## src/pkg/rtc_flag_pkg.sv

```systemverilog
package rtc_flag_pkg;

  // Core clock rate
  localparam int CLK_FREQ_MHZ = 250;

  // Power-up oscillator check window
  localparam int OSC_CHECK_TIME_MS = 5;
  localparam int OSC_CHECK_CYCLES = OSC_CHECK_TIME_MS * 1000 * CLK_FREQ_MHZ;

  // Counter transfer time; longest time, so the cycle count rounds down
  localparam int XFER_TIME_NS = 1000;
  localparam int XFER_CYCLES_RAW = (XFER_TIME_NS * CLK_FREQ_MHZ) / 1000;
  localparam int XFER_CYCLES = (XFER_CYCLES_RAW < 1) ? 1 : XFER_CYCLES_RAW;

  // One-second timekeeping tick
  localparam int SEC_TICK_TIME_MS = 1000;
  localparam int SEC_TICK_CYCLES = SEC_TICK_TIME_MS * 1000 * CLK_FREQ_MHZ;

  // Bus geometry
  localparam int ADDR_W = 5;
  localparam int DATA_W = 32;
  localparam int BE_W = 4;

  // Register byte offsets
  localparam logic [4:0] OFS_FLAGS = 5'h00;
  localparam logic [4:0] OFS_TIME = 5'h04;
  localparam logic [4:0] OFS_ALARM = 5'h08;
  localparam logic [4:0] OFS_ALARM_EN = 5'h0c;
  localparam logic [4:0] OFS_IRQ_STAT = 5'h10;
  localparam logic [4:0] OFS_IRQ_CLR = 5'h14;
  localparam logic [4:0] OFS_IRQ_EN = 5'h18;

  // Flags register field positions
  localparam int BIT_SNAPSHOT = 0;
  localparam int BIT_FREEZE = 1;
  localparam int BIT_CLOCK_STOP = 4;
  localparam int BIT_ALARM_MATCH = 6;
  localparam int FLAGS_W = 8;

  // Interrupt status, clear and enable layout
  localparam int IRQ_ALARM = 0;
  localparam int IRQ_CLOCK_STOP = 1;
  localparam int IRQ_XFER_DONE = 2;
  localparam int IRQ_W = 3;

  // Reset values
  localparam logic [31:0] TIME_RESET = 32'h0000_0000;
  localparam logic [31:0] ALARM_RESET = 32'h0000_0000;
  localparam logic [IRQ_W-1:0] IRQ_RESET = 3'h0;

  // Register select codes
  typedef enum logic [2:0] {
    SEL_NONE = 3'h0,
    SEL_FLAGS = 3'h1,
    SEL_TIME = 3'h2,
    SEL_ALARM = 3'h3,
    SEL_ALARM_EN = 3'h4,
    SEL_IRQ_STAT = 3'h5,
    SEL_IRQ_CLR = 3'h6,
    SEL_IRQ_EN = 3'h7
  } reg_sel_t;

  // Transfer sequencer states
  typedef enum logic [1:0] {
    XF_IDLE = 2'b01,
    XF_BUSY = 2'b10
  } xfer_state_t;

  // Power-up oscillator check states
  typedef enum logic [1:0] {
    CHK_WAIT = 2'b01,
    CHK_DONE = 2'b10
  } check_state_t;

endpackage

```

## src/design/pulse_divider.sv

```systemverilog
`timescale 1ns/100ps
module pulse_divider #(
  parameter int DIV = 250
) (
  // Clock and reset
  input wire logic core_clk,
  input wire logic sys_rst,
  // Count enable and one-cycle output pulse
  input wire logic enable,
  output logic pulse
);

  // Divider must count at least one cycle
  if (DIV < 1) begin : gDivCheck
    $error("pulse_divider: DIV must be at least 1");
  end

  localparam logic [31:0] LAST = 32'(DIV - 1);

  logic [31:0] count_q; // Cycles since last pulse
  logic [31:0] count_d;
  logic pulse_q; // Registered pulse
  logic pulse_d;

  // Next values: wrap at LAST and strobe once per wrap
  always_comb begin
    count_d = count_q;
    pulse_d = 1'b0;
    if (enable) begin
      if (count_q >= LAST) begin
        count_d = 32'h0000_0000;
        pulse_d = 1'b1;
      end else begin
        count_d = count_q + 32'h0000_0001;
      end
    end
  end

  // Registers
  always_ff @(posedge core_clk or posedge sys_rst) begin
    if (sys_rst) begin
      count_q <= 32'h0000_0000;
      pulse_q <= 1'b0;
    end else begin
      count_q <= count_d;
      pulse_q <= pulse_d;
    end
  end

  assign pulse = pulse_q;

endmodule

```

## src/design/rtc_flag_write_control.sv

```systemverilog
`timescale 1ns/100ps
module rtc_flag_write_control #(
  parameter int OSC_CHECK_CYCLES_P = rtc_flag_pkg::OSC_CHECK_CYCLES,
  parameter int SEC_TICK_CYCLES_P = rtc_flag_pkg::SEC_TICK_CYCLES,
  parameter int XFER_CYCLES_P = rtc_flag_pkg::XFER_CYCLES
) (
  // Clock and reset
  input wire logic core_clk,
  input wire logic sys_rst,
  // Avalon-MM slave
  input wire logic [rtc_flag_pkg::ADDR_W-1:0] avs_address,
  input wire logic avs_read,
  input wire logic avs_write,
  input wire logic [rtc_flag_pkg::DATA_W-1:0] avs_writedata,
  input wire logic [rtc_flag_pkg::BE_W-1:0] avs_byteenable,
  output logic [rtc_flag_pkg::DATA_W-1:0] avs_readdata,
  output logic avs_waitrequest,
  // Oscillator and nonvolatile flag pins
  input wire logic oscEnabled,
  input wire logic oscRunning,
  input wire logic nvClockStopIn,
  output logic nvClockStopOut,
  // Interrupt
  output logic irq
);

  import rtc_flag_pkg::*;

  // Counts the logic cannot serve
  if (OSC_CHECK_CYCLES_P < 1 || SEC_TICK_CYCLES_P < 1 || XFER_CYCLES_P < 1) begin : gParamCheck
    $error("rtc_flag_write_control: cycle counts must be at least 1");
  end

  localparam logic [31:0] CHECK_LAST = 32'(OSC_CHECK_CYCLES_P - 1);
  localparam logic [31:0] XFER_LAST = 32'(XFER_CYCLES_P - 1);

  // Address decode, shared by read mux and write path
  function automatic reg_sel_t decodeSel(input logic [ADDR_W-1:0] addr);
    reg_sel_t sel;
    case (addr)
      OFS_FLAGS: sel = SEL_FLAGS;
      OFS_TIME: sel = SEL_TIME;
      OFS_ALARM: sel = SEL_ALARM;
      OFS_ALARM_EN: sel = SEL_ALARM_EN;
      OFS_IRQ_STAT: sel = SEL_IRQ_STAT;
      OFS_IRQ_CLR: sel = SEL_IRQ_CLR;
      OFS_IRQ_EN: sel = SEL_IRQ_EN;
      default: sel = SEL_NONE;
    endcase
    return sel;
  endfunction

  // Byte-lane merge of write data into an old word
  function automatic logic [DATA_W-1:0] laneMerge(input logic [DATA_W-1:0] oldVal,
                                                  input logic [DATA_W-1:0] newVal,
                                                  input logic [BE_W-1:0] be);
    logic [DATA_W-1:0] res;
    res = oldVal;
    for (int i = 0; i < BE_W; i++) begin
      if (be[i]) begin
        res[i*8 +: 8] = newVal[i*8 +: 8];
      end
    end
    return res;
  endfunction

  // Synchronised pin levels
  logic oscEnabledSync;
  logic oscRunningSync;
  logic nvClockStopSync;

  // One-second tick
  logic secTick;

  // Bus slave state
  logic waitReq_q; // Low for exactly the accept cycle
  logic waitReq_d;
  logic [DATA_W-1:0] readData_q; // Captured one cycle before accept
  logic [DATA_W-1:0] readData_d;

  // Flags register bits
  logic freeze_q; // Host update-freeze bit
  logic freeze_d;
  logic snapshot_q; // Host snapshot latch bit
  logic snapshot_d;
  logic clockStop_q; // Oscillator failure flag
  logic clockStop_d;
  logic alarmMatch_q; // Alarm match flag
  logic alarmMatch_d;

  // Timekeeping
  logic [31:0] counter_q; // Internal running seconds counter
  logic [31:0] counter_d;
  logic [31:0] timeReg_q; // Visible timekeeping register
  logic [31:0] timeReg_d;
  logic timeChanged_q; // Host wrote time while frozen
  logic timeChanged_d;
  logic [31:0] alarm_q; // Alarm compare value
  logic [31:0] alarm_d;
  logic alarmEn_q; // Alarm compare enable
  logic alarmEn_d;

  // Transfer sequencer
  xfer_state_t xferState_q;
  xfer_state_t xferState_d;
  logic [31:0] xferCount_q;
  logic [31:0] xferCount_d;

  // Power-up check
  check_state_t checkState_q;
  check_state_t checkState_d;
  logic [31:0] checkCount_q;
  logic [31:0] checkCount_d;
  logic oscSeen_q; // Oscillator seen running in window
  logic oscSeen_d;

  // Interrupts
  logic [IRQ_W-1:0] irqStat_q;
  logic [IRQ_W-1:0] irqStat_d;
  logic [IRQ_W-1:0] irqEn_q;
  logic [IRQ_W-1:0] irqEn_d;
  logic irq_q;
  logic irq_d;

  // Pin synchronisers
  sync_two_flop uSyncOscEn (
    .core_clk(core_clk),
    .sys_rst(sys_rst),
    .asyncIn(oscEnabled),
    .syncOut(oscEnabledSync)
  );

  sync_two_flop uSyncOscRun (
    .core_clk(core_clk),
    .sys_rst(sys_rst),
    .asyncIn(oscRunning),
    .syncOut(oscRunningSync)
  );

  sync_two_flop uSyncNv (
    .core_clk(core_clk),
    .sys_rst(sys_rst),
    .asyncIn(nvClockStopIn),
    .syncOut(nvClockStopSync)
  );

  // Seconds tick from the core clock
  pulse_divider #(
    .DIV(SEC_TICK_CYCLES_P)
  ) uSecDiv (
    .core_clk(core_clk),
    .sys_rst(sys_rst),
    .enable(1'b1),
    .pulse(secTick)
  );

  // Next-state logic for the whole block
  always_comb begin
    logic req;
    logic accept;
    logic wrHit;
    logic rdHit;
    reg_sel_t sel;
    logic [DATA_W-1:0] rdVal;
    logic [DATA_W-1:0] wrWord;
    logic [IRQ_W-1:0] events;
    logic [31:0] nextCount;
    logic loadDone;
    req = avs_read | avs_write;
    accept = req & ~waitReq_q;
    sel = decodeSel(avs_address);
    wrHit = accept & avs_write;
    rdHit = accept & avs_read;
    rdVal = 32'h0000_0000;
    wrWord = 32'h0000_0000;
    events = IRQ_RESET;
    nextCount = counter_q + 32'h0000_0001;
    loadDone = 1'b0;

    waitReq_d = ~(req & waitReq_q);
    readData_d = readData_q;
    freeze_d = freeze_q;
    snapshot_d = snapshot_q;
    clockStop_d = clockStop_q;
    alarmMatch_d = alarmMatch_q;
    counter_d = counter_q;
    timeReg_d = timeReg_q;
    timeChanged_d = timeChanged_q;
    alarm_d = alarm_q;
    alarmEn_d = alarmEn_q;
    xferState_d = xferState_q;
    xferCount_d = xferCount_q;
    checkState_d = checkState_q;
    checkCount_d = checkCount_q;
    oscSeen_d = oscSeen_q;
    irqStat_d = irqStat_q;
    irqEn_d = irqEn_q;

    // Read mux; reserved and write-only locations read zero
    case (sel)
      SEL_FLAGS: begin
        rdVal[BIT_SNAPSHOT] = snapshot_q;
        rdVal[BIT_FREEZE] = freeze_q;
        rdVal[BIT_CLOCK_STOP] = clockStop_q;
        rdVal[BIT_ALARM_MATCH] = alarmMatch_q;
      end
      SEL_TIME: rdVal = timeReg_q;
      SEL_ALARM: rdVal = alarm_q;
      SEL_ALARM_EN: rdVal[0] = alarmEn_q;
      SEL_IRQ_STAT: rdVal[IRQ_W-1:0] = irqStat_q;
      SEL_IRQ_EN: rdVal[IRQ_W-1:0] = irqEn_q;
      default: rdVal = 32'h0000_0000;
    endcase
    // Capture in the waiting cycle so data stands at the accept edge
    if (req && waitReq_q) begin
      readData_d = rdVal;
    end

    // Running counter; a pending load takes over the tick
    if (secTick) begin
      counter_d = nextCount;
      if (alarmEn_q && nextCount == alarm_q) begin
        events[IRQ_ALARM] = 1'b1;
      end
    end

    // Counter transfer after freeze release
    case (xferState_q)
      XF_IDLE: begin
        xferCount_d = 32'h0000_0000;
      end
      XF_BUSY: begin
        if (xferCount_q >= XFER_LAST) begin
          counter_d = timeReg_q;
          loadDone = 1'b1;
          xferState_d = XF_IDLE;
        end else begin
          xferCount_d = xferCount_q + 32'h0000_0001;
        end
      end
      default: begin
        xferState_d = XF_IDLE;
      end
    endcase
    events[IRQ_XFER_DONE] = loadDone;

    // Visible register follows the counter unless frozen, latched or a counter transfer is in progress
    if (!freeze_q && !snapshot_q && xferState_q == XF_IDLE) begin
      timeReg_d = counter_q;
    end

    // Power-up oscillator check window
    case (checkState_q)
      CHK_WAIT: begin
        if (oscRunningSync) begin
          oscSeen_d = 1'b1;
        end
        if (checkCount_q >= CHECK_LAST) begin
          checkState_d = CHK_DONE;
          // Stored flag restored, failure adds to it
          if (nvClockStopSync || (oscEnabledSync && !(oscSeen_q || oscRunningSync))) begin
            events[IRQ_CLOCK_STOP] = 1'b1;
          end
        end else begin
          checkCount_d = checkCount_q + 32'h0000_0001;
        end
      end
      CHK_DONE: begin
        checkCount_d = checkCount_q;
      end
      default: begin
        checkState_d = CHK_DONE;
      end
    endcase

    // Register writes
    if (wrHit) begin
      wrWord = laneMerge(32'h0000_0000, avs_writedata, avs_byteenable);
      case (sel)
        SEL_FLAGS: begin
          if (avs_byteenable[0]) begin
            snapshot_d = wrWord[BIT_SNAPSHOT];
            freeze_d = wrWord[BIT_FREEZE];
            if (!wrWord[BIT_CLOCK_STOP]) begin
              clockStop_d = 1'b0;
            end
            // Falling freeze with changed time starts the load
            if (freeze_q && !wrWord[BIT_FREEZE] && timeChanged_q) begin
              xferState_d = XF_BUSY;
              timeChanged_d = 1'b0;
            end else if (freeze_q && !wrWord[BIT_FREEZE]) begin
              timeChanged_d = 1'b0;
            end
          end
        end
        SEL_TIME: begin
          // Writes only land while frozen
          if (freeze_q) begin
            timeReg_d = laneMerge(timeReg_q, avs_writedata, avs_byteenable);
            timeChanged_d = 1'b1;
          end
        end
        SEL_ALARM: alarm_d = laneMerge(alarm_q, avs_writedata, avs_byteenable);
        SEL_ALARM_EN: begin
          if (avs_byteenable[0]) begin
            alarmEn_d = avs_writedata[0];
          end
        end
        SEL_IRQ_CLR: begin
          if (avs_byteenable[0]) begin
            irqStat_d = irqStat_q & ~avs_writedata[IRQ_W-1:0];
          end
        end
        SEL_IRQ_EN: begin
          if (avs_byteenable[0]) begin
            irqEn_d = avs_writedata[IRQ_W-1:0];
          end
        end
        default: begin
          irqEn_d = irqEn_q;
        end
      endcase
    end

    // Read of flags clears only an alarm flag the host has seen
    if (rdHit && sel == SEL_FLAGS && readData_q[BIT_ALARM_MATCH]) begin
      alarmMatch_d = 1'b0;
    end

    // Hardware sets win over software clears
    if (events[IRQ_ALARM]) begin
      alarmMatch_d = 1'b1;
    end
    if (events[IRQ_CLOCK_STOP]) begin
      clockStop_d = 1'b1;
    end
    irqStat_d = irqStat_d | events;
    irq_d = |(irqStat_d & irqEn_d);
  end

  // Registers; power-up values double as reset values
  always_ff @(posedge core_clk or posedge sys_rst) begin
    if (sys_rst) begin
      waitReq_q <= 1'b1;
      readData_q <= 32'h0000_0000;
      freeze_q <= 1'b0;
      snapshot_q <= 1'b0;
      clockStop_q <= 1'b0;
      alarmMatch_q <= 1'b0;
      counter_q <= TIME_RESET;
      timeReg_q <= TIME_RESET;
      timeChanged_q <= 1'b0;
      alarm_q <= ALARM_RESET;
      alarmEn_q <= 1'b0;
      xferState_q <= XF_IDLE;
      xferCount_q <= 32'h0000_0000;
      checkState_q <= CHK_WAIT;
      checkCount_q <= 32'h0000_0000;
      oscSeen_q <= 1'b0;
      irqStat_q <= IRQ_RESET;
      irqEn_q <= IRQ_RESET;
      irq_q <= 1'b0;
    end else begin
      waitReq_q <= waitReq_d;
      readData_q <= readData_d;
      freeze_q <= freeze_d;
      snapshot_q <= snapshot_d;
      clockStop_q <= clockStop_d;
      alarmMatch_q <= alarmMatch_d;
      counter_q <= counter_d;
      timeReg_q <= timeReg_d;
      timeChanged_q <= timeChanged_d;
      alarm_q <= alarm_d;
      alarmEn_q <= alarmEn_d;
      xferState_q <= xferState_d;
      xferCount_q <= xferCount_d;
      checkState_q <= checkState_d;
      checkCount_q <= checkCount_d;
      oscSeen_q <= oscSeen_d;
      irqStat_q <= irqStat_d;
      irqEn_q <= irqEn_d;
      irq_q <= irq_d;
    end
  end

  // Outputs straight from flops
  assign avs_readdata = readData_q;
  assign avs_waitrequest = waitReq_q;
  assign nvClockStopOut = clockStop_q;
  assign irq = irq_q;

endmodule

```

## src/design/sync_two_flop.sv

```systemverilog
`timescale 1ns/100ps
module sync_two_flop (
  // Clock and reset
  input wire logic core_clk,
  input wire logic sys_rst,
  // Asynchronous level in, synchronised level out
  input wire logic asyncIn,
  output logic syncOut
);

  logic meta_q; // First stage, read only by the second stage
  logic meta_d;
  logic sync_q; // Second stage
  logic sync_d;

  // Next values: plain shift
  always_comb begin
    meta_d = asyncIn;
    sync_d = meta_q;
  end

  // Registers
  always_ff @(posedge core_clk or posedge sys_rst) begin
    if (sys_rst) begin
      meta_q <= 1'b0;
      sync_q <= 1'b0;
    end else begin
      meta_q <= meta_d;
      sync_q <= sync_d;
    end
  end

  assign syncOut = sync_q;

endmodule

```

## config.mk

```make
export PLATFORM = sky130hd
export DESIGN_NAME = rtc_flag_write_control
export DESIGN_NICKNAME = d
export VERILOG_FILES = /design/src/pkg/rtc_flag_pkg.sv /design/src/design/pulse_divider.sv /design/src/design/rtc_flag_write_control.sv /design/src/design/sync_two_flop.sv
export SDC_FILE = /design/constraint.sdc
export NUM_CORES = 1
export LEC_CHECK = 0
export ABC_AREA = 1
export BUFFER_PORTS_ARGS = -buffer_cell sky130_fd_sc_hd__clkbuf_2
export CAP_MARGIN = 20
export CORE_ASPECT_RATIO = 0.5
export CORE_MARGIN = 4
export CORE_UTILIZATION = 40
export DETAILED_ROUTE_END_ITERATION = 12
export PLACE_DENSITY = 0.57
export RECOVER_POWER = 50
export SLEW_MARGIN = 15
export SYNTH_ARGS = -nofsm -noshare
export SYNTH_HDL_FRONTEND = slang
export SYNTH_SLANG_ARGS = --single-unit
export TNS_END_PERCENT = 100
```

## constraint.sdc

```tcl
create_clock -name core_clk -period 24.1 [get_ports core_clk]
set_input_delay 2.41 -clock core_clk [delete_from_list [all_inputs] [get_ports core_clk]]
set_output_delay 2.41 -clock core_clk [all_outputs]
set_load 0.005 [all_outputs]
```

==> flow_metrics.env <==
export IMPL_hpwl_um=22300
export IMPL_tritoncts="built"
export IMPL_syn_inst=1707
export IMPL_io_pins=83
export IMPL_cp_endpoint="checkState_q[0]"
export IMPL_cap_violations=3
export IMPL_drtIter0Drc=704
export IMPL_firstDrtPassIters=5
export IMPL_leakage_nw=6.66
export IMPL_finalPower_mw=1.04
export IMPL_h_tree_depth=1
export IMPL_totalWireLength_um=31600
export IMPL_nets=1827
export IMPL_hold_viol=0
export IMPL_finClkSkew_ps=12.8
export IMPL_r2r_start="xferCount_q[0]"
export IMPL_start_util=0.407
export IMPL_p_clk_frac=0.364
export IMPL_slew_viol_final=156
export IMPL_grt_use_total=0.178
export IMPL_p_switching_mw=0.310
export IMPL_intPower_mw=0.727
export IMPL_worstSetupEndpointType="asynchronous set/reset pin"
export IMPL_drcViolationCount=0
export IMPL_ant_nets=0
export IMPL_yosys_area_top_type_share=0.477
export IMPL_fin_ws_ps=18300
export IMPL_dieHeight_um=135
export IMPL_clk_path_buf_depth=3
export IMPL_ys_seq_area_frac=0.483
export IMPL_die_area_um2=35500
export IMPL_seqPwrFrac=0.478
export IMPL_place_congestion=0.875
export IMPL_clock_latency_ps=540
export IMPL_arrival_ps=6440
export IMPL_grt_max_degree=96
export IMPL_yosysTopAreaCell="dfrtp_1"
export IMPL_synth_area_per_cell_um2=7.60
export IMPL_required_ps=24750
export IMPL_vias=10800
export IMPL_critical_path_class="in2async"
export IMPL_path_clk_slew_ps=60
export IMPL_setup_viol=0
export IMPL_slew_limit_headroom=-1.87
export IMPL_syn_to_final_growth_pct=12.6
export IMPL_synth_edff_count=0
export IMPL_p_sw_frac=0.299
export IMPL_post_route_util=0.459
export IMPL_fin_setup_tns_ps=0
export IMPL_post_cts_resized=0
export IMPL_cts_buffers=24
export IMPL_worstMarginPinSlew_ps=4280
export IMPL_crit_fanout=95
export IMPL_startpoint_type="input pin"
export IMPL_grt_pass1_wl_um=52800
export IMPL_synth_ff_type="dfrtp_1"
export IMPL_violations="capacitance limit, slew limit"
export IMPL_clock_root_buffer="clkbuf_16"
export IMPL_num_rows=46
export IMPL_avgViaCountPerCell=4.88
export IMPL_num_antenna_cells=0
export IMPL_clock_sinks=250
export IMPL_cts_hold_buffers=0
export IMPL_hp_class="reg2reg"
export IMPL_startpoint="sys_rst"
export IMPL_preCtsSetupSlack_ps=19370
export IMPL_fin_crit_sh=0.240
export IMPL_async_reset_ff_frac=1.00
export IMPL_outcome="finished, violations left"
export IMPL_io_buffers=82
export IMPL_yosys_warnings=0
export IMPL_drive_gt1_frac=0.0934
export IMPL_peakVddDrop_mv=0.0438
export IMPL_grt_ovfl_total=0
export IMPL_fmax_mhz=173
export IMPL_power_density_nw_per_um2=71.0
export IMPL_whs_ps=354
export IMPL_grt_pass1_vias=10300
export IMPL_r2r_end="counter_q[25]"
export IMPL_rsz0062_at_grt="no"
export IMPL_antenna_found_initial=0
export IMPL_core_um2=31800
export IMPL_ys_top_cells_by_area="dfrtp_1, nand2_1, o21ai_0"
export IMPL_ys_types=46
export IMPL_wl_per_cell_um=14.3
export IMPL_period_needed_ps=5800
export IMPL_dieWidth_um=263
export IMPL_reg2reg_slack_ps=20140
export IMPL_synth_seq_cells=250
export IMPL_rr_worst_depth=12
export IMPL_syn_area_um2=13000
export IMPL_post_cts_buffers=0
export IMPL_combPwrFrac=0.158
[cells in the mapped netlist, types with 9 or more instances]
cell type  number
o211ai_1       15
o22ai_1        11
nand2_1       417
inv_1         223
a31oi_1        29
nor2_2          9
nand3_1       102
nor3_1         15
o21ai_0       234
a21oi_1        27
dfrtp_1       247
clkbuf_1       48
xor2_1         30
nor2_1        194
nand4_1        19
xnor2_1        11
[layout by cell type, fill, tap and decap left out, types with 8 or more instances in the layout]
cell / n
nand4_1: 19
o21ai_0: 237
inv_1: 221
o211ai_1: 15
nand3_1: 102
nand2_1: 417
xnor2_1: 11
a31oi_1: 29
ha_1: 8
nor2_1: 193
clkbuf_2: 82
clkbuf_1: 11
clkbuf_16: 24
o22ai_1: 11
a21oi_1: 27
dfrtp_1: 247
xor2_1: 30
nor2_2: 10
nor3_1: 15
[worst max-delay path, stage by stage]
cell and delay, ps:
clkbuf_2 80, clkinvlp_2 2360, clkbuf_1 1190, buf_16 350
[metrics by stage]
stage	cells	area, µm²
6_report	2220	14600
4_1_cts	2218	14600
5_1_grt	2220	14600
3_3_place_gp	2175	13800
3_5_place_dp	2175	13800
2_1_floorplan	1710	13000
[sequential cells by signal, summed over array words and instances (netlist names), 2 cells and up]
register and cells:
alarm_q 32, avs_readdata 32, checkCount_q 32, checkState_q 2
counter_q 32, irqEn_q 3, irqStat_q 3, timeReg_q 32
uSecDiv.count_q 32, xferCount_q 32, xferState_q 2
[layer usage]
metal	global-route usage	up-vias	wire, µm
li1	-	5619	-
met1	0.247	5030	15400
met2	0.303	154	14700
met3	0.0296	30	1240
met4	0.0234	0	358
met5	0	-	0
[how the worst min path moves through the flow]
stage,endpoint,cells after the start,startpoint
after floorplan,uSyncNv.syncOut,0,uSyncNv.meta_q
after global placement,uSyncOscEn.syncOut,0,uSyncOscEn.meta_q
after detailed placement,uSyncOscEn.syncOut,0,uSyncOscEn.meta_q
after CTS,uSyncOscEn.syncOut,0,uSyncOscEn.meta_q
after global routing,uSyncOscEn.syncOut,0,uSyncOscEn.meta_q
final,uSyncNv.syncOut,0,uSyncNv.meta_q
[cell type report]
type | instances | area (µm²)
clock buffer | 35 | 692
clock inverter | 8 | 83.8
fill | 3266 | 17200
inverter | 228 | 858
multi-input combinational | 1172 | 5640
sequential | 250 | 6260
tap | 432 | 541
timing repair buffer | 95 | 529
[logic make-up after synthesis]
| family | synth area share |
|---|---|
| AO/OA/AOI/OAI | 0.136 |
| XOR/XNOR | 0.0312 |
| adder cells (fa/ha/maj) | 0.00772 |
| buffers and inverters | 0.0843 |
| flip-flops | 0.483 |
| other | 0.000289 |
| AND/OR/NAND/NOR | 0.257 |
[power groups by stage]
| stage | Clock, mW | Combinational (mW) | Sequential, mW |
|---|---|---|---|
| 4_1_cts | 0.390 | 0.165 | 0.495 |
| 3_3_place_gp | 0 | 0.163 | 0.503 |
| 5_1_grt | 0.407 | 0.191 | 0.502 |
| 2_1_floorplan | 0 | 0.122 | 0.490 |
| 3_5_place_dp | 0 | 0.164 | 0.503 |
| 6_report | 0.377 | 0.164 | 0.496 |
Note: power is estimated with default switching activity, not from simulation.
